$ cat src/logic/pcu_pkg.sv
// Behaviour
// - Four channels each pick their own event class and all of them count at the same time.
// - Every channel has its own start trigger and end trigger taken from the event-condition channels.
// - Event-condition channels 1 to 6 and 8 to 12 may act as triggers, while channel 7 never does.
// - Event-condition channels 8 and 9 never trigger measurement channels one and two but do trigger three and four.
// - A channel with no triggers starts counting when the program starts running and stops on any event hit.
// - The disabled item never counts and the elapsed-cycle item counts every running CPU cycle.
// - The privileged-cycle item counts running cycles spent in privileged mode.
// - The block-bit item counts running cycles in which the exception-blocking status bit is one.
// - The instruction item counts completed instructions, so executed instructions equal it plus dual issues.
// - The dual-issue item counts each time two completed instructions were executed together.
// - The branch item counts unconditional branches not caused by exceptions, and also returns from exception.
// - The exception item counts accepted exceptions and interrupts, and the interrupt item counts interrupts and NMIs.
// - The hit item adds one in each cycle with any event-condition hit, simultaneous hits being ORed.
// - Counts are exact to the cycle around a break, so any tolerance is left for software and checks to allow.
package pcu_pkg;

	localparam int NUM_CH = 4;
	localparam int EVT_CH = 12;
	localparam int ADDR_W = 8;
	localparam int DATA_W = 32;
	localparam int CNT_W  = 32;
	localparam int SEL_W  = 4;
	localparam int ITEM_W = 4;

	// Register offsets in bytes; channel registers repeat at the stride.
	localparam logic [ADDR_W-1:0] OFS_CFG0   = 8'h00;
	localparam logic [ADDR_W-1:0] OFS_CNT0   = 8'h10;
	localparam logic [ADDR_W-1:0] OFS_STATUS = 8'h20;
	localparam logic [ADDR_W-1:0] OFS_STRIDE = 8'h04;

	// Field positions in the configuration word.
	localparam int CFG_ITEM_LSB  = 0;
	localparam int CFG_START_LSB = 4;
	localparam int CFG_END_LSB   = 8;

	// Field positions in the status word.
	localparam int STAT_ARMED_LSB = 0;
	localparam int STAT_DONE_LSB  = 4;
	localparam int STAT_BAD_LSB   = 8;

	// Trigger selection codes.
	localparam logic [SEL_W-1:0] SEL_NONE     = 4'h0;
	localparam logic [SEL_W-1:0] SEL_EXCLUDED = 4'h7;
	localparam logic [SEL_W-1:0] SEL_NARROW_A = 4'h8;
	localparam logic [SEL_W-1:0] SEL_NARROW_B = 4'h9;
	localparam logic [SEL_W-1:0] SEL_MAX      = 4'hC;

	// Count item codes, in order from 0.
	typedef enum logic [ITEM_W-1:0] {
		ITEM_DISABLED,
		ITEM_ELAPSED_CYCLE,
		ITEM_PRIVILEGED_CYCLE,
		ITEM_BLOCK_BIT_CYCLE,
		ITEM_INSTRUCTION,
		ITEM_DUAL_ISSUE,
		ITEM_UNCONDITIONAL_BRANCH,
		ITEM_ACCEPTED_EXCEPTION,
		ITEM_ACCEPTED_INTERRUPT,
		ITEM_BREAK_CHANNEL_HIT
	} pcu_item_t;

	typedef struct packed {
		logic [SEL_W-1:0]  end_sel;
		logic [SEL_W-1:0]  start_sel;
		logic [ITEM_W-1:0] item;
	} pcu_cfg_t;

	localparam pcu_cfg_t CFG_RESET = '{end_sel: SEL_NONE, start_sel: SEL_NONE, item: 4'h0};

	typedef struct packed {
		logic running;
		logic privileged;
		logic exception_block_bit;
		logic instr_done;
		logic dual_issue;
		logic uncond_branch;
		logic branch_by_exception;
		logic return_from_exception;
		logic exception_accepted;
		logic interrupt_accepted;
		logic nmi_accepted;
	} pcu_cpu_evt_t;

	typedef struct packed {
		logic [ADDR_W-1:0] addr;
		logic [DATA_W-1:0] wdata;
		logic              wr;
		logic              rd;
	} pcu_reg_req_t;

endpackage

$ cat src/logic/pcu_perf_counters.sv
// The strobed register port and the register addresses are this design's own decisions.
`timescale 1ns/1ns
module pcu_perf_counters
(
	input  wire logic                          clk,
	input  wire logic                          rstn,
	input  wire logic                          clk_en,
	input  wire pcu_pkg::pcu_reg_req_t         reg_req,
	output logic [pcu_pkg::DATA_W-1:0]         reg_rdata,
	input  wire pcu_pkg::pcu_cpu_evt_t         cpu_evt,
	input  wire logic [pcu_pkg::EVT_CH-1:0]    evt_hit,
	output logic [pcu_pkg::NUM_CH-1:0]         measuring
);
	import pcu_pkg::*;

	typedef enum logic [1:0] {
		PH_IDLE,
		PH_ARMED,
		PH_DONE
	} pcu_phase_t;

	pcu_cfg_t                 cfg_q     [NUM_CH];
	logic [CNT_W-1:0]         cnt_q     [NUM_CH];
	pcu_phase_t               phase_q   [NUM_CH];
	pcu_phase_t               phase_d   [NUM_CH];
	logic [NUM_CH-1:0]        start_hit;
	logic [NUM_CH-1:0]        end_hit;
	logic [NUM_CH-1:0]        cfg_wr;
	logic [NUM_CH-1:0]        free_mode;
	logic [NUM_CH-1:0]        one_sided;
	logic [NUM_CH-1:0]        inc;
	logic                     running_q;
	logic                     run_start;
	logic                     any_hit;
	logic [DATA_W-1:0]        rdata_d;
	logic [DATA_W-1:0]        rdata_q;

	// Returns whether the selected event-condition channel fires for this measurement channel.
	function automatic logic trig_fire(input logic [SEL_W-1:0] sel, input int ch, input logic [EVT_CH-1:0] hits);
		logic ok;
		ok = (sel != SEL_NONE) && (sel != SEL_EXCLUDED) && (sel <= SEL_MAX);
		// Channels one and two cannot take the two narrow sources.
		if ((ch < 2) && ((sel == SEL_NARROW_A) || (sel == SEL_NARROW_B)))
		begin
			ok = 1'b0;
		end
		// The hit vector is only indexed for a legal code, so no select runs past its top.
		trig_fire = 1'b0;
		if (ok)
		begin
			trig_fire = hits[sel - 4'h1];
		end
	endfunction

	// Returns whether the chosen item sees an event this cycle.
	function automatic logic item_event(input logic [ITEM_W-1:0] item, input pcu_cpu_evt_t e, input logic hit);
		case (item)
			ITEM_ELAPSED_CYCLE:        item_event = e.running;
			ITEM_PRIVILEGED_CYCLE:     item_event = e.running & e.privileged;
			ITEM_BLOCK_BIT_CYCLE:      item_event = e.running & e.exception_block_bit;
			ITEM_INSTRUCTION:          item_event = e.instr_done;
			ITEM_DUAL_ISSUE:           item_event = e.dual_issue;
			ITEM_UNCONDITIONAL_BRANCH: item_event = (e.uncond_branch & ~e.branch_by_exception) |
			                                        e.return_from_exception;
			ITEM_ACCEPTED_EXCEPTION:   item_event = e.exception_accepted | e.interrupt_accepted |
			                                        e.nmi_accepted;
			ITEM_ACCEPTED_INTERRUPT:   item_event = e.interrupt_accepted | e.nmi_accepted;
			ITEM_BREAK_CHANNEL_HIT:    item_event = hit;
			// Codes above the hit item count nothing.
			default:                   item_event = 1'b0;
		endcase
	endfunction

	// Byte address of a channel register.
	function automatic logic [ADDR_W-1:0] ch_addr(input logic [ADDR_W-1:0] base, input int ch);
		ch_addr = base + ADDR_W'(ch) * OFS_STRIDE;
	endfunction

	assign any_hit   = |evt_hit;
	// The run register resets low, the idle level of running, so no false start follows reset.
	assign run_start = cpu_evt.running & ~running_q;

	// Remembers the run level so a program start shows as a rising edge.
	always_ff @(posedge clk or negedge rstn)
	begin
		if (!rstn)
		begin
			running_q <= 1'b0;
		end
		else if (clk_en)
		begin
			running_q <= cpu_evt.running;
		end
	end

	// Per-channel trigger decode, shared by the phase machine and the counter.
	always_comb
	begin
		for (int ch = 0; ch < NUM_CH; ch++)
		begin
			cfg_wr[ch]    = reg_req.wr && (reg_req.addr == ch_addr(OFS_CFG0, ch));
			free_mode[ch] = (cfg_q[ch].start_sel == SEL_NONE) && (cfg_q[ch].end_sel == SEL_NONE);
			one_sided[ch] = (cfg_q[ch].start_sel == SEL_NONE) != (cfg_q[ch].end_sel == SEL_NONE);
			if (free_mode[ch])
			begin
				start_hit[ch] = run_start;
				end_hit[ch]   = any_hit;
			end
			else if (one_sided[ch])
			begin
				start_hit[ch] = 1'b0;
				end_hit[ch]   = 1'b0;
			end
			else
			begin
				start_hit[ch] = trig_fire(cfg_q[ch].start_sel, ch, evt_hit);
				end_hit[ch]   = trig_fire(cfg_q[ch].end_sel, ch, evt_hit);
			end
		end
	end

	// item selection storage
	// Only a software write changes a channel's configuration.
	// Only exact word addresses select a channel; other offsets in the range are ignored.
	always_ff @(posedge clk or negedge rstn)
	begin
		if (!rstn)
		begin
			for (int ch = 0; ch < NUM_CH; ch++)
			begin
				cfg_q[ch] <= CFG_RESET;
			end
		end
		else if (clk_en)
		begin
			for (int ch = 0; ch < NUM_CH; ch++)
			begin
				if (cfg_wr[ch])
				begin
					cfg_q[ch].item      <= reg_req.wdata[CFG_ITEM_LSB +: ITEM_W];
					cfg_q[ch].start_sel <= reg_req.wdata[CFG_START_LSB +: SEL_W];
					cfg_q[ch].end_sel   <= reg_req.wdata[CFG_END_LSB +: SEL_W];
				end
			end
		end
	end

	// own start and end
	// A start that arrives while armed restarts the measurement; an end only stops an armed channel.
	always_comb
	begin
		for (int ch = 0; ch < NUM_CH; ch++)
		begin
			phase_d[ch] = phase_q[ch];
			case (phase_q[ch])
				PH_IDLE:
				begin
					if (start_hit[ch])
					begin
						phase_d[ch] = PH_ARMED;
					end
				end
				PH_ARMED:
				begin
					if (start_hit[ch])
					begin
						phase_d[ch] = PH_ARMED;
					end
					else if (end_hit[ch])
					begin
						phase_d[ch] = PH_DONE;
					end
				end
				PH_DONE:
				begin
					if (start_hit[ch])
					begin
						phase_d[ch] = PH_ARMED;
					end
				end
				default:
				begin
					phase_d[ch] = PH_IDLE;
				end
			endcase
			// Rewriting the configuration restarts the channel from idle.
			if (cfg_wr[ch])
			begin
				phase_d[ch] = PH_IDLE;
			end
		end
	end

	// Each channel keeps its own phase, so all four measure side by side.
	// four parallel channels
	always_ff @(posedge clk or negedge rstn)
	begin
		if (!rstn)
		begin
			for (int ch = 0; ch < NUM_CH; ch++)
			begin
				phase_q[ch] <= PH_IDLE;
			end
		end
		else if (clk_en)
		begin
			for (int ch = 0; ch < NUM_CH; ch++)
			begin
				phase_q[ch] <= phase_d[ch];
			end
		end
	end

	// An event only counts while its channel is armed; measuring mirrors the armed phase.
	// disabled counts nothing
	always_comb
	begin
		for (int ch = 0; ch < NUM_CH; ch++)
		begin
			inc[ch] = (phase_q[ch] == PH_ARMED) && item_event(cfg_q[ch].item, cpu_evt, any_hit);
			measuring[ch] = (phase_q[ch] == PH_ARMED);
		end
	end

	// exact at breaks
	// The counter wraps silently; software must sample long runs before the wrap.
	// Counts are exact to the cycle, so any slack around a break is left for software to allow.
	always_ff @(posedge clk or negedge rstn)
	begin
		if (!rstn)
		begin
			for (int ch = 0; ch < NUM_CH; ch++)
			begin
				cnt_q[ch] <= '0;
			end
		end
		else if (clk_en)
		begin
			for (int ch = 0; ch < NUM_CH; ch++)
			begin
				if (cfg_wr[ch] || start_hit[ch])
				begin
					cnt_q[ch] <= '0;
				end
				else if (inc[ch])
				begin
					cnt_q[ch] <= cnt_q[ch] + CNT_W'(1);
				end
			end
		end
	end

	// Read decode; unmapped addresses read as zero.
	always_comb
	begin
		rdata_d = '0;
		for (int ch = 0; ch < NUM_CH; ch++)
		begin
			if (reg_req.addr == ch_addr(OFS_CFG0, ch))
			begin
				rdata_d = DATA_W'({cfg_q[ch].end_sel, cfg_q[ch].start_sel, cfg_q[ch].item});
			end
			if (reg_req.addr == ch_addr(OFS_CNT0, ch))
			begin
				rdata_d = cnt_q[ch];
			end
			if (reg_req.addr == OFS_STATUS)
			begin
				rdata_d[STAT_ARMED_LSB + ch] = (phase_q[ch] == PH_ARMED);
				rdata_d[STAT_DONE_LSB + ch]  = (phase_q[ch] == PH_DONE);
				rdata_d[STAT_BAD_LSB + ch]   = one_sided[ch];
			end
		end
	end

	// Read data stand only in the cycle after the strobe.
	always_ff @(posedge clk or negedge rstn)
	begin
		if (!rstn)
		begin
			rdata_q <= '0;
		end
		else if (clk_en)
		begin
			rdata_q <= reg_req.rd ? rdata_d : '0;
		end
	end

	// Read data leave straight from the register, so the port never glitches.
	assign reg_rdata = rdata_q;

endmodule

$ cat config.mk
export PLATFORM = sky130hd
export DESIGN_NAME = pcu_perf_counters
export DESIGN_NICKNAME = d
export VERILOG_FILES = /design/src/logic/pcu_pkg.sv /design/src/logic/pcu_perf_counters.sv
export SDC_FILE = /design/constraint.sdc
export NUM_CORES = 1
export LEC_CHECK = 0
export BUFFER_PORTS_ARGS = -buffer_cell sky130_fd_sc_hd__buf_2
export CORE_AREA = 2 2 144 202
export DETAILED_ROUTE_END_ITERATION = 10
export DIE_AREA = 0 0 146 204
export PLACE_DENSITY = 0.77
export SLEW_MARGIN = 20
export SYNTH_ARGS = -nofsm -noshare
export SYNTH_HDL_FRONTEND = slang
export SYNTH_SLANG_ARGS = --single-unit
export TNS_END_PERCENT = 20
$ cat constraint.sdc
create_clock -name clk -period 8.66 [get_ports clk]
set_clock_uncertainty 0.2 [all_clocks]
set_input_delay 2.165 -clock clk [delete_from_list [all_inputs] [get_ports clk]]
set_output_delay 2.165 -clock clk [all_outputs]
set_load 0.02 [all_outputs]
==> flow_summary.json, run 1 <==
{
  "swShare_pct": 28.2,
  "critPathSlowestCell": "nand2_1",
  "grt_max_degree": 113,
  "worstHoldPathType": "register to register",
  "cts_resized": 0,
  "yosys.area.top_type": "dfrtp_1",
  "cts.sinks": 217,
  "cts_made_buffers": 24,
  "grt_util_all_layers_pct": 29.2,
  "port_buffers": 83,
  "setup_viol": 0,
  "path_cells": "buf_2, mux4_2, a21boi_0, a311o_1, nand4_1, nand2_1, or4_1, nand2_1",
  "syn_to_final_growth_pct": 10.9,
  "dieArea_um2": 29800,
  "drcViolationCount": 0,
  "drive_gt1_share_pct": 15.3,
  "peakVddDrop_mv": 0.145,
  "synth_seq_cells": 217,
  "worstPathRequired_ns": 8.94,
  "hold_viol": 0,
  "worst_pin_slew_ns": 1.03,
  "gp_congestion": 0.968,
  "antenna_found_initial": 0,
  "combinationalPowerShare_pct": 13.2,
  "path_common_cell": "nand2_1",
  "whs_path_depth": 1,
  "via_per_inst": 6.61,
  "wl_per_cell_um": 22.9,
  "worstReg2RegStart": "cfg_q[28]$_DFFE_PN0P_",
  "start_util_pct": 49.0,
  "final_cell_mix": "dfrtp_1 (217), nor2_1 (159), nand2_1 (102)",
  "core-area_um2": 28100,
  "dp_hpwl_um": 31400,
  "synth_top_family_by_area": "simple AND/OR/NAND/NOR gates",
  "wirelength_um": 43800,
  "synth_edf_count": 0,
  "post-cts-setup-buffer-count": 0,
  "muxShareOfSynthArea_pct": 8.67,
  "cts_tree": "built",
  "min-delay-start": "reg_rdata[31]$_DFFE_PN0P_",
  "nNetsFinal": 1619,
  "power_frac_seq_pct": 43.5,
  "grt-ovfl-total": 0,
  "ios": 104,
  "critPathCaptureType": "register",
  "worst-setup-path-type": "input pin to register",
  "final_common_cell": "dfrtp_1",
  "ff2ff_setup_slack_ns": 4.22,
  "cap_violations": 0,
  "startpoint": "evt_hit[5]",
  "max_freq_ghz": 0.195,
  "netlist_area_um2": 13800,
  "synthFlopType": "dfrtp_1",
  "p_leak_nw": 6.33,
  "antenna_left": 0,
  "die_y_um": 204,
  "fin_area_um2": 15300,
  "p_sw_w": 0.000716,
  "slew_violations": 0,
  "synthDistinctLibCells": 84,
  "worstPathArrival_ns": 5.41,
  "p_clk_share_pct": 43.2,
  "syn-instance-count": 1480,
  "period_minus_slack_ns": 5.13,
  "synthAdderAreaFrac_pct": 2.99,
  "slew_headroom_pct": 31.3,
  "synth-async-reset-ratio_pct": 100,
  "min_to": "reg_rdata[31]$_DFFE_PN0P_",
  "clk_pin_slew_ns": 0.06,
  "power_density_nw_per_um2": 166,
  "min_period_over_period_pct": 59.2,
  "drt-initial-drc-count": 1283,
  "cts_hold_buf": 0,
  "synth_area_leaders": "dfrtp_1 (39%), xnor2_1 (5.1%), nor2_1 (4.4%), mux2_2 (3.8%), mux4_2 (3.3%)",
  "synth_fp_nets": 1581,
  "num_rows": 73,
  "nFillCells": 2590,
  "die_w_um": 146,
  "insertion_delay_ns": 0.54,
  "crit_fanout": 29,
  "reg2reg_depth": 12,
  "r2r-end": "cnt_q[84]$_DFFE_PN0P_",
  "grt_pass1_vias": 12300,
  "p_int_w": 0.00182,
  "cts_root_buf": "clkbuf_16",
  "finalSetupTns_ns": 0,
  "cts_buffer_depth": 3,
  "synth_compound_area_share_pct": 17.8,
  "rsz0062_at_grt": "false",
  "syn_area_per_cell_um2": 9.32,
  "yosys_warnings": 0,
  "status": "finished, final reports clean",
  "place_area_um2": 14500,
  "firstDrtPassIters": 6,
  "cpPeakStageDelay_ns": 0.77,
  "netlist.area_leader.share_pct": 39.4,
  "synth_xor_area_share_pct": 6.03,
  "start_kind": "input pin",
  "ys_seq_area_share_pct": 39.4,
  "grt_pass1_wl_um": 68700,
  "synth_simple_gate_area_share_pct": 20.7,
  "h-tree-depth": 1,
  "vias": 12600
}
==> layout make-up <==
class / instances / area, um^2 / area share [%]
multi-input cells: 1114 / 7780 / 50.9
flip-flops and latches: 217 / 5430 / 35.5
clock buffers: 31 / 698 / 4.56
repair buffers: 99 / 546 / 3.57
well taps: 375 / 469 / 3.07
inverters: 62 / 233 / 1.52
clock inverters: 11 / 139 / 0.908
diodes: 1 / 2.50 / 0.0164
==> stage by stage <==
stage	setup slack, ns	total power (W)	util (%)	instances	hold WS [ns]
2_1_floorplan	4.28	0.00131	-	1480	0.249
3_3_place_gp	3.15	0.00143	51.4	1867	0.262
3_5_place_dp	3.06	0.00145	51.4	1867	0.271
4_1_cts	3.62	0.00253	54.4	1909	0.288
5_1_grt	3.40	0.00261	54.4	1909	0.307
6_report	3.53	0.00254	54.4	1910	0.284
==> power groups by stage <==
stage / Clock [W] / Sequential, W / Combinational, W
after detailed placement: 0 / 0.00112 / 0.000326
after global placement: 0 / 0.00112 / 0.000316
after CTS: 0.00110 / 0.00110 / 0.000329
after global routing: 0.00114 / 0.00111 / 0.000360
final: 0.00110 / 0.00110 / 0.000336
after floorplan: 0 / 0.00110 / 0.000208
==> how the worst max path moves through the flow <==
stage / to / slack, ns / depth (start not counted)
2_1_floorplan: cnt_q[114]$_DFFE_PN0P_ / 4.28 / 7
3_3_place_gp: cnt_q[71]$_DFFE_PN0P_ / 3.15 / 8
3_5_place_dp: cnt_q[71]$_DFFE_PN0P_ / 3.06 / 8
4_1_cts: cnt_q[71]$_DFFE_PN0P_ / 3.62 / 8
5_1_grt: cnt_q[75]$_DFFE_PN0P_ / 3.40 / 8
6_report: cnt_q[71]$_DFFE_PN0P_ / 3.53 / 8
==> state kept, by name (all words and copies together), names as in the netlist <==
signal,flops
cnt_q,128
phase_q,8
reg_rdata,32
running_q,1
cfg_q,48
==> kinds of logic after synthesis <==
group                      after synthesis
DFF                                    217
buffers and inverters                  149
and+or+nand+nor                        563
xor gates and xnor gates                95
adders and majority gates               33
AOI/OAI and AO/OA                      336
muxes                                   87
==> critical path, delay by kind of cell <==
family / cells / cell delay, ns
AO/OA/AOI/OAI: 2 / 0.51
buffers and inverters: 1 / 0.18
multiplexers: 1 / 0.48
AND/OR/NAND/NOR: 4 / 2.05
==> routing by layer <==
metal	track usage [%]	share of wire [%]
met1	36.0	38
met3	2.88	6.3
met5	0	0
met4	20.1	7.8
met2	48.3	48
==> synth_stat cells, types with 15 or more instances <==
library cell and n:
a211oi_1 17, a21oi_1 54, a221oi_1 24, a22o_1 23, and3_1 20, and4_1 17, clkbuf_1 63, dfrtp_1 217
ha_1 33, inv_1 62, mux2_2 47, mux2i_1 19, mux4_2 20, nand2_1 103, nand3_1 77, nand4_1 30
nor2_1 163, nor3_1 34, nor4_1 22, o21ai_0 59, o2bb2ai_1 22, o31ai_1 15, or3_1 18, or4_1 17
xnor2_1 81
(Power assumes the default switching activity.)
==> inputs of run 2 (changes only) <==
--- a/config.mk
+++ b/config.mk
@@ -9,7 +9,7 @@
 export CORE_AREA = 2 2 144 202
 export DETAILED_ROUTE_END_ITERATION = 10
 export DIE_AREA = 0 0 146 204
-export PLACE_DENSITY = 0.77
+export PLACE_DENSITY = 0.8
 export SLEW_MARGIN = 20
 export SYNTH_ARGS = -nofsm -noshare
 export SYNTH_HDL_FRONTEND = slang
==> constraint.sdc (replaced) <==
create_clock -name clk -period 4.23 [get_ports clk]
set_clock_uncertainty 0.2 [all_clocks]
set_input_delay 1.0575 -clock clk [delete_from_list [all_inputs] [get_ports clk]]
set_output_delay 1.0575 -clock clk [all_outputs]
set_load 0.02 [all_outputs]
==> flow_summary.json, run 2 (synthesized netlist as in run 1, its figures left out) <==
{
  "worst_pin_slew_ns": 1.10,
  "h-tree-depth": 1,
  "worstReg2RegStart": "cfg_q[29]$_DFFE_PN0P_",
  "insertion_delay_ns": 0.56,
  "reg2reg_depth": 13,
  "status": "finished, final reports clean",
  "period_minus_slack_ns": 3.88,
  "dieArea_um2": 29800,
  "setup_viol": 0,
  "power_density_nw_per_um2": 328,
  "via_per_inst": 6.57,
  "post-cts-setup-buffer-count": 0,
  "final_common_cell": "dfrtp_1",
  "grt_pass1_vias": 12300,
  "p_leak_nw": 6.46,
  "critPathCaptureType": "register",
  "rsz0062_at_grt": "false",
  "cts_tree": "built",
  "cts_buffer_depth": 3,
  "grt_util_all_layers_pct": 29.4,
  "drcViolationCount": 0,
  "swShare_pct": 29.3,
  "p_sw_w": 0.00149,
  "max_freq_ghz": 0.257,
  "endpoint": "cnt_q[85]$_DFFE_PN0P_",
  "antenna_left": 0,
  "path_cells": "inv_1, ha_1, nand2b_1, nor2_1, ha_1, nor2_1, o211ai_1, a21oi_1, nand4_1, and3_1, buf_4, nor4_1, mux2i_1",
  "vias": 12700,
  "worst-setup-path-type": "register to register",
  "crit_fanout": 12,
  "fin_area_um2": 15500,
  "grt_pass1_wl_um": 69100,
  "min_period_over_period_pct": 91.8,
  "core-area_um2": 28100,
  "start_util_pct": 49.0,
  "place_area_um2": 14700,
  "cap_violations": 0,
  "ios": 104,
  "num_rows": 73,
  "cts_hold_buf": 0,
  "clk_pin_slew_ns": 0.07,
  "worstPathRequired_ns": 4.51,
  "slew_headroom_pct": 26.3,
  "startpoint": "cfg_q[29]$_DFFE_PN0P_",
  "worstPathArrival_ns": 4.17,
  "port_buffers": 83,
  "antenna_found_initial": 0,
  "hold_viol": 0,
  "firstDrtPassIters": 6,
  "worstHoldPathType": "input pin to asynchronous set/reset pin",
  "gp_congestion": 0.999,
  "slew_violations": 0,
  "peakVddDrop_mv": 0.284,
  "final_cell_mix": "dfrtp_1 (217), nor2_1 (159), nand2_1 (103)",
  "cts_made_buffers": 24,
  "nFillCells": 2566,
  "cts.sinks": 217,
  "drt-initial-drc-count": 1212,
  "die_w_um": 146,
  "dp_hpwl_um": 32300,
  "wirelength_um": 43800,
  "largest_register_ffs": 128,
  "syn_to_final_growth_pct": 12.3,
  "ff2ff_setup_slack_ns": 0.35,
  "p_int_w": 0.00359,
  "combinationalPowerShare_pct": 14.1,
  "cpPeakStageDelay_ns": 0.51,
  "die_y_um": 204,
  "fin_util_pct": 55.1,
  "wl_per_cell_um": 22.6,
  "nNetsFinal": 1649,
  "finalSetupTns_ns": 0,
  "r2r-end": "cnt_q[85]$_DFFE_PN0P_",
  "power_frac_seq_pct": 44.5,
  "drive_gt1_share_pct": 16.9,
  "grt-ovfl-total": 0,
  "power.total_w": 0.00507,
  "grt_max_degree": 85,
  "start_kind": "register",
  "critPathSlowestCell": "dfrtp_1",
  "p_clk_share_pct": 41.4,
  "cts_root_buf": "clkbuf_16",
  "cts_resized": 0,
  "top_register": "cnt_q"
}
[run 2: cell type report]
cell class,count,area [um^2],share of cell area [%]
Antenna cell,1,2.50,0.0162
Clock inverter,13,123,0.791
Tap cell,375,469,3.03
Multi-Input combinational cell,1114,7780,50.2
Clock buffer,30,663,4.28
Timing Repair Buffer,129,796,5.14
Inverter,62,233,1.50
Sequential cell,217,5430,35.1
[run 2: worst min-delay path by stage]
stage                              start                         to  slack, ns
6_report                            rstn     cnt_q[121]$_DFFE_PN0P_       0.23
5_1_grt                             rstn     cnt_q[122]$_DFFE_PN0P_       0.24
4_1_cts                             rstn      cnt_q[69]$_DFFE_PN0P_       0.22
3_5_place_dp   reg_rdata[17]$_DFFE_PN0P_  reg_rdata[17]$_DFFE_PN0P_       0.27
3_3_place_gp      phase_q[2]$_DFFE_PN0P_     phase_q[2]$_DFFE_PN0P_       0.26
2_1_floorplan     phase_q[2]$_DFFE_PN0P_     phase_q[2]$_DFFE_PN0P_       0.25
[run 2: worst max-delay path, delay by kind of cell, from the launching register on]
kind	cells	cell delay, ns
AND/OR/NAND/NOR	6	1.66
flip-flops	1	0.51
AO/OA/AOI/OAI	2	0.30
adder cells (fa/ha/maj)	2	0.56
buffers and inverters	2	0.36
multiplexers	1	0.23
[run 2: power groups by stage]
stage / Sequential (W) / Combinational (W) / Clock, W
after floorplan: 0.00225 / 0.000426 / 0
after global placement: 0.00229 / 0.000681 / 0
after detailed placement: 0.00229 / 0.000697 / 0
after CTS: 0.00225 / 0.000701 / 0.00213
after global routing: 0.00226 / 0.000769 / 0.00221
final: 0.00226 / 0.000714 / 0.00210
[run 2: layer usage]
layer	track usage, %	vias to the layer above	wire length [um]
met1	35.4	6291	16200
met4	17.5	0	2830
li1	-	5669	-
met3	3.88	153	3160
met5	0	-	0
met2	50.4	634	21600
[run 2: metrics by stage]
stage	instances	hold slack, ns	setup WS, ns
floorplan	1480	0.249	0.837
global placement	1897	0.261	0.345
detailed placement	1897	0.268	0.330
CTS	1940	0.216	0.432
global route	1940	0.243	0.164
finish	1941	0.227	0.345
